## src/deser_params.svh

```systemverilog
`ifndef DESER_PARAMS_SVH
`define DESER_PARAMS_SVH

// Register byte offsets on the APB slave.
`define OFS_CTRL 12'h000
`define OFS_STATE 12'h004
`define OFS_IRQ_STATUS 12'h008
`define OFS_IRQ_MASK 12'h00C

// Channel count and per-channel field spacing inside CTRL and STATE.
`define NUM_CH 4
`define CH_STRIDE 8

// CTRL field positions within a channel byte.
`define CTRL_RATE_BIT 0
`define CTRL_ST_LO 1
`define CTRL_EN_ONE_BIT 3
`define CTRL_EN_TWO_BIT 4

// STATE field positions within a channel byte.
`define STATE_LOCK_BIT 0
`define STATE_PD_BIT 1
`define STATE_ST_BIT 2

// Interrupt bit groups: lock loss on bits 3:0, self-test flag on bits 7:4.
`define IRQ_LOCK_LO 0
`define IRQ_ST_LO 4

// Reset values: full rate, self-test off, both reclocker outputs enabled.
`define CTRL_RESET 32'h18181818
`define IRQ_MASK_RESET 32'h00000000

// Self-test control code that makes the status outputs valid.
`define ST_REPORT_CODE 2'h2

`endif

```

## src/deser_pkg.sv

```systemverilog
package deser_pkg;

  // One recovered character.
  typedef logic [9:0] char_t;

  // Receive clock rate select.
  typedef enum logic {
    FULL_RATE = 1'b0,
    HALF_RATE = 1'b1
  } rate_t;

  // Two-bit receive self-test control.
  typedef logic [1:0] st_ctrl_t;

endpackage

```

## src/lane_if.sv

```systemverilog
`timescale 1ns/1ps

// Configuration and results of one receive channel output lane.
interface lane_if;
  deser_pkg::rate_t rate_sel;
  deser_pkg::st_ctrl_t st_ctrl;
  logic en_one;
  logic en_two;
  logic lock;
  deser_pkg::char_t char_in;
  logic [2:0] st_status;
  deser_pkg::char_t par_char;
  logic clk_p;
  logic clk_n;
  logic st_flag;
  logic pd_flag;
  logic reclk;

  // The top drives configuration and recovered data in and reads results.
  modport top (
    output rate_sel, st_ctrl, en_one, en_two, lock, char_in, st_status,
    input par_char, clk_p, clk_n, st_flag, pd_flag, reclk
  );

  // The lane consumes configuration and produces the output pins.
  modport lane (
    input rate_sel, st_ctrl, en_one, en_two, lock, char_in, st_status,
    output par_char, clk_p, clk_n, st_flag, pd_flag, reclk
  );
endinterface

```

## src/rx_out_lane.sv

```systemverilog
`timescale 1ns/1ps
`include "deser_params.svh"

module rx_out_lane (
  // Clock and reset
  input wire logic pclk,
  input wire logic presetn,
  // Training reference pin of this channel
  input wire logic training_ref_clock,
  // Channel configuration and outputs
  lane_if.lane lif
);

  logic trg_s1_r;
  logic trg_s2_r;
  logic trg_s3_r;
  logic sub_r;
  logic clk_p_r;
  logic clk_n_r;
  logic reclk_r;
  logic flag_r;
  deser_pkg::char_t data_r;
  logic half_tick;
  logic char_tick;
  logic selftest_on;
  logic powered_down;

  // Training clock is a pin, so it passes two flops before the edge detector reads it.
  always_ff @(posedge pclk or negedge presetn) begin
    if (!presetn) begin
      trg_s1_r <= 1'b0;
      trg_s2_r <= 1'b0;
      trg_s3_r <= 1'b0;
    end else begin
      trg_s1_r <= training_ref_clock;
      trg_s2_r <= trg_s1_r;
      trg_s3_r <= trg_s2_r;
    end
  end

  // Locked: timing comes from pclk alone, one half-character step per cycle, with no tie to the training clock.
  // Unlocked: each training clock edge paces the lane, which shortens acquisition.
  assign half_tick = lif.lock ? 1'b1 : (trg_s2_r ^ trg_s3_r);
  assign char_tick = half_tick & sub_r;
  assign selftest_on = (lif.st_ctrl == `ST_REPORT_CODE);
  assign powered_down = ~lif.en_one & ~lif.en_two;

  // Half-character phase and receive clock pair; both flops so the pair never skews.
  always_ff @(posedge pclk or negedge presetn) begin
    if (!presetn) begin
      sub_r <= 1'b0;
      clk_p_r <= 1'b0;
      clk_n_r <= 1'b1;
    end else if (half_tick) begin
      sub_r <= ~sub_r;
      if (lif.rate_sel == deser_pkg::FULL_RATE) begin
        clk_p_r <= sub_r;
        clk_n_r <= ~sub_r;
      end else if (sub_r) begin
        clk_p_r <= ~clk_p_r;
        clk_n_r <= clk_p_r;
      end
    end
  end

  // Reclocker clock runs at the character rate; it is held low while powered down.
  always_ff @(posedge pclk or negedge presetn) begin
    if (!presetn) begin
      reclk_r <= 1'b0;
    end else if (powered_down) begin
      reclk_r <= 1'b0;
    end else if (half_tick) begin
      reclk_r <= ~reclk_r;
    end
  end

  // Character register: the low two bits carry self-test status when reporting is on.
  always_ff @(posedge pclk or negedge presetn) begin
    if (!presetn) begin
      data_r <= 10'h000;
      flag_r <= 1'b0;
    end else if (char_tick) begin
      if (selftest_on) begin
        data_r <= {lif.char_in[9:2], lif.st_status[1:0]};
        flag_r <= lif.st_status[2];
      end else begin
        data_r <= lif.char_in;
        flag_r <= 1'b0;
      end
    end
  end

  assign lif.par_char = data_r;
  assign lif.clk_p = clk_p_r;
  assign lif.clk_n = clk_n_r;
  assign lif.st_flag = flag_r;
  assign lif.pd_flag = powered_down;
  assign lif.reclk = reclk_r;
endmodule

```

## src/deser_rx_out.sv

```systemverilog
// The implementer's own choices: the placing of the registers and the APB register port.
`timescale 1ns/1ps
`include "deser_params.svh"

// Contract
// - Full rate: data changes on true-clock rise.
// - Half rate: data changes on both edges.
// - Receive clock pair toggles continuously at rate.
// - Self-test status on two lowest data bits.
// - Self-test flag valid only for control 10.
// - Powerdown flag high when both enables zero.
// - Training clock paces lane before lock.
// - Locked clock unrelated to training clock.
// - Reclocker clock at character rate, free phase.
// - Reset puts all state at known values.
module deser_rx_out (
  // APB clock and reset
  input wire logic pclk,
  input wire logic presetn,
  // APB slave
  input wire logic psel,
  input wire logic penable,
  input wire logic pwrite,
  input wire logic [11:0] paddr,
  input wire logic [31:0] pwdata,
  output logic [31:0] prdata,
  output logic pready,
  output logic pslverr,
  // Recovered characters and status from the recovery logic on pclk
  input wire logic [3:0][9:0] rx_char_in,
  input wire logic [3:0] rx_lock,
  input wire logic [3:0][2:0] selftest_status_in,
  // Training reference pins
  input wire logic [3:0] training_ref_clock,
  // Parallel output port per channel
  output logic [3:0][9:0] rx_parallel_char,
  output logic [3:0] recovered_char_clock_p,
  output logic [3:0] recovered_char_clock_n,
  output logic [3:0] selftest_state_flag,
  output logic [3:0] reclock_powerdown_flag,
  output logic [3:0] reclock_output_clock,
  // Interrupt
  output logic irq
);

  logic [31:0] ctrl_r;
  logic [31:0] irq_status_r;
  logic [31:0] irq_status_nxt;
  logic [31:0] irq_mask_r;
  logic [31:0] prdata_r;
  logic [31:0] state_word;
  logic [31:0] irq_events;
  logic [3:0] lock_prev_r;
  logic [3:0] flag_prev_r;
  logic [3:0] st_flag_w;
  logic [3:0] pd_flag_w;
  logic setup_phase;
  logic access_phase;
  logic addr_hit;
  logic wr_ctrl;
  logic wr_irq_status;
  logic wr_irq_mask;

  // Decode: the slave answers with zero wait states; unmapped words read zero and error.
  assign setup_phase = psel & ~penable;
  assign access_phase = psel & penable;
  assign addr_hit = (paddr == `OFS_CTRL) || (paddr == `OFS_STATE) ||
                    (paddr == `OFS_IRQ_STATUS) || (paddr == `OFS_IRQ_MASK);
  assign wr_ctrl = access_phase & pwrite & (paddr == `OFS_CTRL);
  assign wr_irq_status = access_phase & pwrite & (paddr == `OFS_IRQ_STATUS);
  assign wr_irq_mask = access_phase & pwrite & (paddr == `OFS_IRQ_MASK);
  assign pready = access_phase;
  assign pslverr = access_phase & ~addr_hit;
  assign prdata = prdata_r;

  // Read data is captured in the setup cycle, so it stands from a flop in the access cycle.
  always_ff @(posedge pclk or negedge presetn) begin
    if (!presetn) begin
      prdata_r <= 32'h00000000;
    end else if (setup_phase && !pwrite) begin
      unique case (paddr)
        `OFS_CTRL: prdata_r <= ctrl_r;
        `OFS_STATE: prdata_r <= state_word;
        `OFS_IRQ_STATUS: prdata_r <= irq_status_r;
        `OFS_IRQ_MASK: prdata_r <= irq_mask_r;
        default: prdata_r <= 32'h00000000;
      endcase
    end
  end

  // Channel configuration latch; a new setting reaches the lanes in the cycle after the write, not at a character edge.
  always_ff @(posedge pclk or negedge presetn) begin
    if (!presetn) begin
      ctrl_r <= `CTRL_RESET;
    end else if (wr_ctrl) begin
      ctrl_r <= pwdata;
    end
  end

  // Interrupt mask register.
  always_ff @(posedge pclk or negedge presetn) begin
    if (!presetn) begin
      irq_mask_r <= `IRQ_MASK_RESET;
    end else if (wr_irq_mask) begin
      irq_mask_r <= pwdata;
    end
  end

  // Edge history for the lock-loss and self-test events.
  always_ff @(posedge pclk or negedge presetn) begin
    if (!presetn) begin
      lock_prev_r <= 4'h0;
      flag_prev_r <= 4'h0;
    end else begin
      lock_prev_r <= rx_lock;
      flag_prev_r <= st_flag_w;
    end
  end

  // Events: lock lost, and the self-test flag rising.
  always_comb begin
    irq_events = 32'h00000000;
    irq_events[`IRQ_LOCK_LO +: `NUM_CH] = lock_prev_r & ~rx_lock;
    irq_events[`IRQ_ST_LO +: `NUM_CH] = st_flag_w & ~flag_prev_r;
  end

  // Write-one-to-clear; an event in the clearing cycle still sets, so none is lost.
  always_comb begin
    irq_status_nxt = irq_status_r;
    if (wr_irq_status) begin
      irq_status_nxt = irq_status_nxt & ~pwdata;
    end
    irq_status_nxt = irq_status_nxt | irq_events;
  end

  always_ff @(posedge pclk or negedge presetn) begin
    if (!presetn) begin
      irq_status_r <= 32'h00000000;
    end else begin
      irq_status_r <= irq_status_nxt;
    end
  end

  // Level interrupt, high while any unmasked status bit is set.
  assign irq = |(irq_status_r & irq_mask_r);

  // Four independent lanes, each with its own settings and pacing.
  genvar ch;
  generate
    for (ch = 0; ch < `NUM_CH; ch++) begin : g_lane
      lane_if lif();

      assign lif.rate_sel = deser_pkg::rate_t'(ctrl_r[ch * `CH_STRIDE + `CTRL_RATE_BIT]);
      assign lif.st_ctrl = ctrl_r[ch * `CH_STRIDE + `CTRL_ST_LO +: 2];
      assign lif.en_one = ctrl_r[ch * `CH_STRIDE + `CTRL_EN_ONE_BIT];
      assign lif.en_two = ctrl_r[ch * `CH_STRIDE + `CTRL_EN_TWO_BIT];
      assign lif.lock = rx_lock[ch];
      assign lif.char_in = rx_char_in[ch];
      assign lif.st_status = selftest_status_in[ch];

      rx_out_lane u_lane (
        .pclk(pclk),
        .presetn(presetn),
        .training_ref_clock(training_ref_clock[ch]),
        .lif(lif)
      );

      assign rx_parallel_char[ch] = lif.par_char;
      assign recovered_char_clock_p[ch] = lif.clk_p;
      assign recovered_char_clock_n[ch] = lif.clk_n;
      assign st_flag_w[ch] = lif.st_flag;
      assign pd_flag_w[ch] = lif.pd_flag;
      assign reclock_output_clock[ch] = lif.reclk;

      // State word: lock, powerdown and self-test flag of this lane.
      assign state_word[ch * `CH_STRIDE + `STATE_LOCK_BIT] = rx_lock[ch];
      assign state_word[ch * `CH_STRIDE + `STATE_PD_BIT] = lif.pd_flag;
      assign state_word[ch * `CH_STRIDE + `STATE_ST_BIT] = lif.st_flag;
      assign state_word[ch * `CH_STRIDE + `STATE_ST_BIT + 1 +: 5] = 5'h00;
    end
  endgenerate

  assign selftest_state_flag = st_flag_w;
  assign reclock_powerdown_flag = pd_flag_w;
endmodule

```

## config.mk

```make
export PLATFORM = sky130hd
export DESIGN_NAME = deser_rx_out
export DESIGN_NICKNAME = d
export VERILOG_FILES = /design/src/deser_pkg.sv /design/src/lane_if.sv /design/src/rx_out_lane.sv /design/src/deser_rx_out.sv
export VERILOG_INCLUDE_DIRS = /design/src
export SDC_FILE = /design/constraint.sdc
export NUM_CORES = 1
export LEC_CHECK = 0
export BUFFER_PORTS_ARGS = -buffer_cell sky130_fd_sc_hd__buf_2
export CORE_ASPECT_RATIO = 2
export CORE_MARGIN = 5
export CORE_UTILIZATION = 58
export DETAILED_ROUTE_END_ITERATION = 10
export PLACE_DENSITY = 0.85
export SLEW_MARGIN = 20
export SYNTH_ARGS = -nofsm -noshare
export SYNTH_HDL_FRONTEND = slang
export SYNTH_HIERARCHICAL = 1
export SYNTH_SLANG_ARGS = --single-unit
```

## constraint.sdc

```tcl
create_clock -name pclk -period 3.6 [get_ports pclk]
set_input_delay 0.18 -clock pclk [delete_from_list [all_inputs] [get_ports pclk]]
set_output_delay 0.18 -clock pclk [all_outputs]
set_load 0.05 [all_outputs]
```

# Yosys cells after proc, flatten, opt, wreduce, memory -nomap -nowiden
# Cells that the tools add are included.
[totals]
register_bits = 208
in_bits = 109
out_inout_bits = 95
elab_cells = 155
[op_classes]
n_eq_ne = 11
muxes = 38
bitwise = 49
n_reduce_logical = 15
[ops]
columns = ["operator", "n"]
rows = [
  ["$pmux 32 s4", 1],
  ["$and 32x32->32", 2],
  ["$mux 1", 32],
  ["$mux 32", 1],
  ["$not 32->32", 1],
  ["$or 32x8->32", 1],
  ["$reduce_or 32->1", 1],
  ["$eq 12x4->1 const B", 2],
  ["$not 1->1", 22],
  ["$and 1x1->1", 15],
  ["$eq 12x3->1 const B", 1],
  ["$logic_not 12->1", 1],
  ["$and 4x4->4", 2],
  ["$eq 2x2->1 const B", 4],
  ["$mux 2", 4],
  ["$ne 2x1->1 const B", 4],
  ["$not 4->4", 2],
  ["$reduce_and 2->1", 4],
  ["$reduce_bool 2->1", 4],
  ["$xor 1x1->1", 4],
  ["$logic_or 1x1->1", 3],
  ["$logic_and 1x1->1", 1],
  ["$logic_not 1->1", 1],
]

# Logic depth before layout (Yosys ltp)
[depth]
word_depth = 6
mapped_depth = 6
depth_no_buf = 3

# Hierarchy
# The synthesis kept the hierarchy.
[modules_own_cells]
columns = ["mod", "instances", "cells_each", "area_per_inst_um2", "seq_area_each_um2"]
rows = [
  ["deser_rx_out", 1, 445, 6002.0, 3413.3],
  ["rx_out_lane", 4, 51, 767.0, 451.7],
]

# Least setup slack after synthesis
# No wires, ideal clock.
[synth_timing]
kind = "in2reg"
from = "in paddr[9]"
to = "reg ctrl_r[10]"
setup_ps = 128
t_arrival_ps = 1763
required_ps = 3472
slack_ps = 1709
cell_stages = 5
path_buffers = 2
cell_sequence = "or4_1 > buf_2 > nor4_4 > buf_4 > mux2_1"
[synth_between]
elab_chain_len = 2
[synth_lines]
columns = ["element", "line", "text"]
rows = [
  ["from (decl)", "deser_rx_out.sv:24", "input wire logic [11:0] paddr,"],
  ["$logic_not 12->1", "-", ""],
  ["$and 1x1->1", "deser_rx_out.sv:69", "assign wr_ctrl = access_phase & pwrite & (paddr == `OFS_CTRL);"],
  ["to (signal assigned)", "deser_rx_out.sv:94", "ctrl_r <= `CTRL_RESET;"],
  ["to (signal assigned)", "deser_rx_out.sv:96", "ctrl_r <= pwdata;"],
  ["to (decl)", "deser_rx_out.sv:46", "logic [31:0] ctrl_r;"],
]
# No other way between the ends.
# A chain may end at the register's enable or synchronous reset.

# Worst setup path after layout
[layout_timing]
from = "reg irq_status_r[12]"
to = "out irq"
[layout_between]
elab_chain_len = 2
[layout_lines]
columns = ["element", "line", "text"]
rows = [
  ["from (decl)", "deser_rx_out.sv:47", "logic [31:0] irq_status_r;"],
  ["from (signal assigned)", "deser_rx_out.sv:140", "irq_status_r <= irq_status_nxt;"],
  ["$and 32x32->32", "deser_rx_out.sv:145", "assign irq = |(irq_status_r & irq_mask_r);"],
  ["$reduce_or 32->1", "deser_rx_out.sv:145", ""],
  ["to (decl)", "deser_rx_out.sv:43", "output logic irq"],
]
# No other way between the ends.

==> impl_metrics.tcl <==
set metrics [dict create \
    first_global_vias 7007 \
    max_freq_mhz 422 \
    yosys_most_used_dff "sky130_fd_sc_hd__dfrtp_1" \
    die-height_um 187 \
    layout.nets 1018 \
    final.period_utilization_pct 65.9 \
    timing.critical_path.cells "a22oi_1 > nand4_1 > or4_1 > buf_2" \
    criticalPathCategory "register to primary output" \
    vias 6449 \
    critical_path.max_stage_delay_ns 0.53 \
    tightestPinTransition_ns 0.892 \
    routed_vias_inst 5.76 \
    pin_count 204 \
    vdd_ir_drop_max_mv 0.653 \
    critical_path_rt_ns 3.42 \
    grt_setup_unrepaired "false" \
    pre_cts_slack_ns 1.23 \
    total_of_flip_flops_plus_latches_after_synthesis 208 \
    gpl.final_weighted_congestion 0.814 \
    core_area_sq_um 15400 \
    number_of_buffers_created_by_cts 19 \
    postCtsResizedCells 0 \
    power_leakage_nw 5.73 \
    yosysWarningCount 6 \
    worstHoldPathType "input port to register" \
    postLayoutSetupSlackWorst_ns 1.23 \
    synth.net_count 758 \
    drt_pass1_iterations 5 \
    worst-path-buf-inv 1 \
    layout.cells.most_common "sky130_fd_sc_hd__buf_2" \
    setup_tns_ns 0 \
    ctsHtreeMaxLevel 1 \
    p_per_area_nw_per_um2 617 \
    overflow 0 \
    clk-insertion-delay-late_ns 0.48 \
    layout_common_cells "sky130_fd_sc_hd__buf_2, sky130_fd_sc_hd__dfrtp_1, sky130_fd_sc_hd__dlygate4sd3_1" \
    endpoint_kind "primary output" \
    ys_types 43 \
    drt_wl_total_um 23300 \
    finalMaxSlewViolations 0 \
    clock-sinks 208 \
    clock_skew_ns 0.0107 \
    num-fill-cells 991 \
    synth_area_sq_um 9070 \
    setup_viol 0 \
    utilization_pct 74.6 \
    postSynth.asyncResetShare_pct 100 \
    cts-root-buf "sky130_fd_sc_hd__clkbuf_16" \
    cts.path.max_buffers 3 \
    die_x_um 98.4 \
    cts_tree "yes" \
    postCtsSetupRepairBufs 0 \
    clkTransAtPathRegs_ns 0.06 \
    critical_path.slowest_cell "sky130_fd_sc_hd__or4_1" \
    syn_to_final_growth_pct 26.4 \
    antenna_violations_before_repair 1 \
    rows 64 \
    finalCriticalPeriod_ns 2.37 \
    synth-edff-count 0 \
    grt_usage_pct 25.2 \
    synthCells 649 \
    initial_standard_cell_utilization_of_the_core_pct 59.0 \
    drt-wirelength-per-cell_um 20.8 \
    dp.final_hpwl_um 15300 \
    fp.dieArea_sq_um 18400 \
    worst-path-max-fanout 3 \
    status "finished, final reports clean" \
    ctsHoldBuffers 77 \
    ys_seq_area_share_pct 57.6 \
    hold_viol 0 \
    maxCapViolations 0 \
    antenna_violating_nets_post_route 0 \
    critPathArrivalTime_ns 2.19 \
    maxSlewHeadroom_pct 40.5 \
    timing.critical_path.max_delay_family "simple AND/OR/NAND/NOR gates" \
    drc_errors 0 \
    grt_first_pass_wirelength_um 37200 \
    largest_net_degree_at_the_start_of_global_routing 114 \
    drive_above_1_share_pct 38.5 \
    mapped_avg_cell_area_sq_um 14.0 \
    detail_route.iter0.violations 272 \
    crit_path_start_kind "register" \
    port_buffers 203 \
    power_w 0.00708 \
    worst_hold_slack_ns 0.0594 \
]
[power by group]
group,leakage (nW),total (W),switching (W),internal (W)
registers,2.68,0.00287,0.000208,0.00266
logic,2.76,0.00226,0.00150,0.000765
clock network,0.290,0.00194,0.000832,0.00111
total,5.73,0.00708,0.00254,0.00454
[Yosys cell counts (2+ instances only)]
cell	instances	area share (%)
sky130_fd_sc_hd__nor4_4	2	0.47
sky130_fd_sc_hd__a22oi_1	36	3.0
sky130_fd_sc_hd__mux2i_1	4	0.44
sky130_fd_sc_hd__buf_4	26	2.2
sky130_fd_sc_hd__nor2_1	9	0.37
sky130_fd_sc_hd__nand4_1	4	0.28
sky130_fd_sc_hd__nand2_1	28	1.2
sky130_fd_sc_hd__o211ai_1	4	0.33
sky130_fd_sc_hd__buf_2	8	0.44
sky130_fd_sc_hd__mux2_4	36	6.0
sky130_fd_sc_hd__clkbuf_1	12	0.50
sky130_fd_sc_hd__nand3_1	5	0.28
sky130_fd_sc_hd__or3b_2	5	0.48
sky130_fd_sc_hd__nor3_1	12	0.66
sky130_fd_sc_hd__buf_1	2	0.083
sky130_fd_sc_hd__mux4_2	12	3.0
sky130_fd_sc_hd__nor2b_1	4	0.28
sky130_fd_sc_hd__o21bai_1	8	0.66
sky130_fd_sc_hd__buf_6	4	0.50
sky130_fd_sc_hd__nand3b_1	4	0.33
sky130_fd_sc_hd__o22ai_1	8	0.55
sky130_fd_sc_hd__mux2_1	60	7.4
sky130_fd_sc_hd__xnor2_1	4	0.39
sky130_fd_sc_hd__a21boi_0	23	1.9
sky130_fd_sc_hd__dfrtp_1	196	54
sky130_fd_sc_hd__o21ai_2	4	0.39
sky130_fd_sc_hd__mux2_2	36	4.5
sky130_fd_sc_hd__dfstp_2	12	3.5
sky130_fd_sc_hd__nor3b_1	8	0.66
sky130_fd_sc_hd__inv_1	20	0.83
sky130_fd_sc_hd__o21ai_1	20	1.1
sky130_fd_sc_hd__or4_1	5	0.41
sky130_fd_sc_hd__xor2_2	4	0.72
sky130_fd_sc_hd__a22o_1	12	1.2
sky130_fd_sc_hd__o21a_1	4	0.33
[worst register-to-register path, stage by stage (launching register included)]
cell,delay (ns)
sky130_fd_sc_hd__dfrtp_1,0.40
sky130_fd_sc_hd__xor2_2,0.23
sky130_fd_sc_hd__o21ai_2,0.67
sky130_fd_sc_hd__mux2_2,0.42
[per-layer routing]
metal / part of all wire [%] / global-route usage [%]
met4: 4.6 / 9.84
met1: 35 / 28.6
met3: 5.0 / 3.28
met5: 0 / 0
met2: 55 / 47.0
[kinds of logic (layout without fill, tap and decap cells)]
kind of cell | count (synthesis) | in the layout | synth area share (%)
flip-flops | 208 | 208 | 57.6
multiplexers | 148 | 148 | 21.3
AO/OA/AOI/OAI | 121 | 121 | 9.59
AND/OR/NAND/NOR | 92 | 92 | 5.96
buffers and inverters | 72 | 344 | 4.50
XOR/XNOR | 8 | 8 | 1.10
other | 0 | 1 | 0
[stage by stage]
step                cell area (sq um)  cells
global route                    11500   1120
CTS                             11500   1119
floorplan                        9070    649
global placement                10100   1009
finish                          11500   1120
detailed placement              10100   1009
[worst paths after layout]
check	depth (start not counted)	endpoint	slack, ns	from
worst max-delay path	4	irq	1.23	irq_status_r[12]
worst min-delay path	3	g_lane[2].u_lane/lif.par_char[0]	0.06	selftest_status_in[6]
worst max register to register	3	g_lane[1].u_lane/lif.par_char[2]	1.77	g_lane[1].u_lane/trg_s3_r
worst min register to register	0	g_lane[2].u_lane/trg_s2_r	0.35	g_lane[2].u_lane/trg_s1_r
max in group asynchronous	3	ctrl_r[12]	2.25	presetn
min in group asynchronous	2	g_lane[2].u_lane/lif.par_char[7]	0.35	presetn
[sequential cells by signal, summed over array words and instances, names as in the netlist]
signal / flops
g_lane.u_lane/lif.par_char: 40
ctrl_r: 32
irq_mask_r: 32
irq_status_r: 32
prdata: 32
flag_prev_r: 4
g_lane.u_lane/lif.clk_n: 4
g_lane.u_lane/lif.clk_p: 4
g_lane.u_lane/lif.reclk: 4
g_lane.u_lane/lif.st_flag: 4
g_lane.u_lane/sub_r: 4
g_lane.u_lane/trg_s1_r: 4
g_lane.u_lane/trg_s2_r: 4
g_lane.u_lane/trg_s3_r: 4
lock_prev_r: 4
[final cells by class]
cell class	instances	area [sq um]	share of cell area, %
Clock buffer	29	543	4.73
Inverter	20	75.1	0.655
Multi-Input combinational cell	369	3460	30.1
Timing Repair Buffer	291	1880	16.4
Tap cell	198	248	2.16
Sequential cell	208	5220	45.5
Clock inverter	4	45.0	0.393
Antenna cell	1	2.50	0.0218
Note: power is estimated with default switching activity, not from simulation.
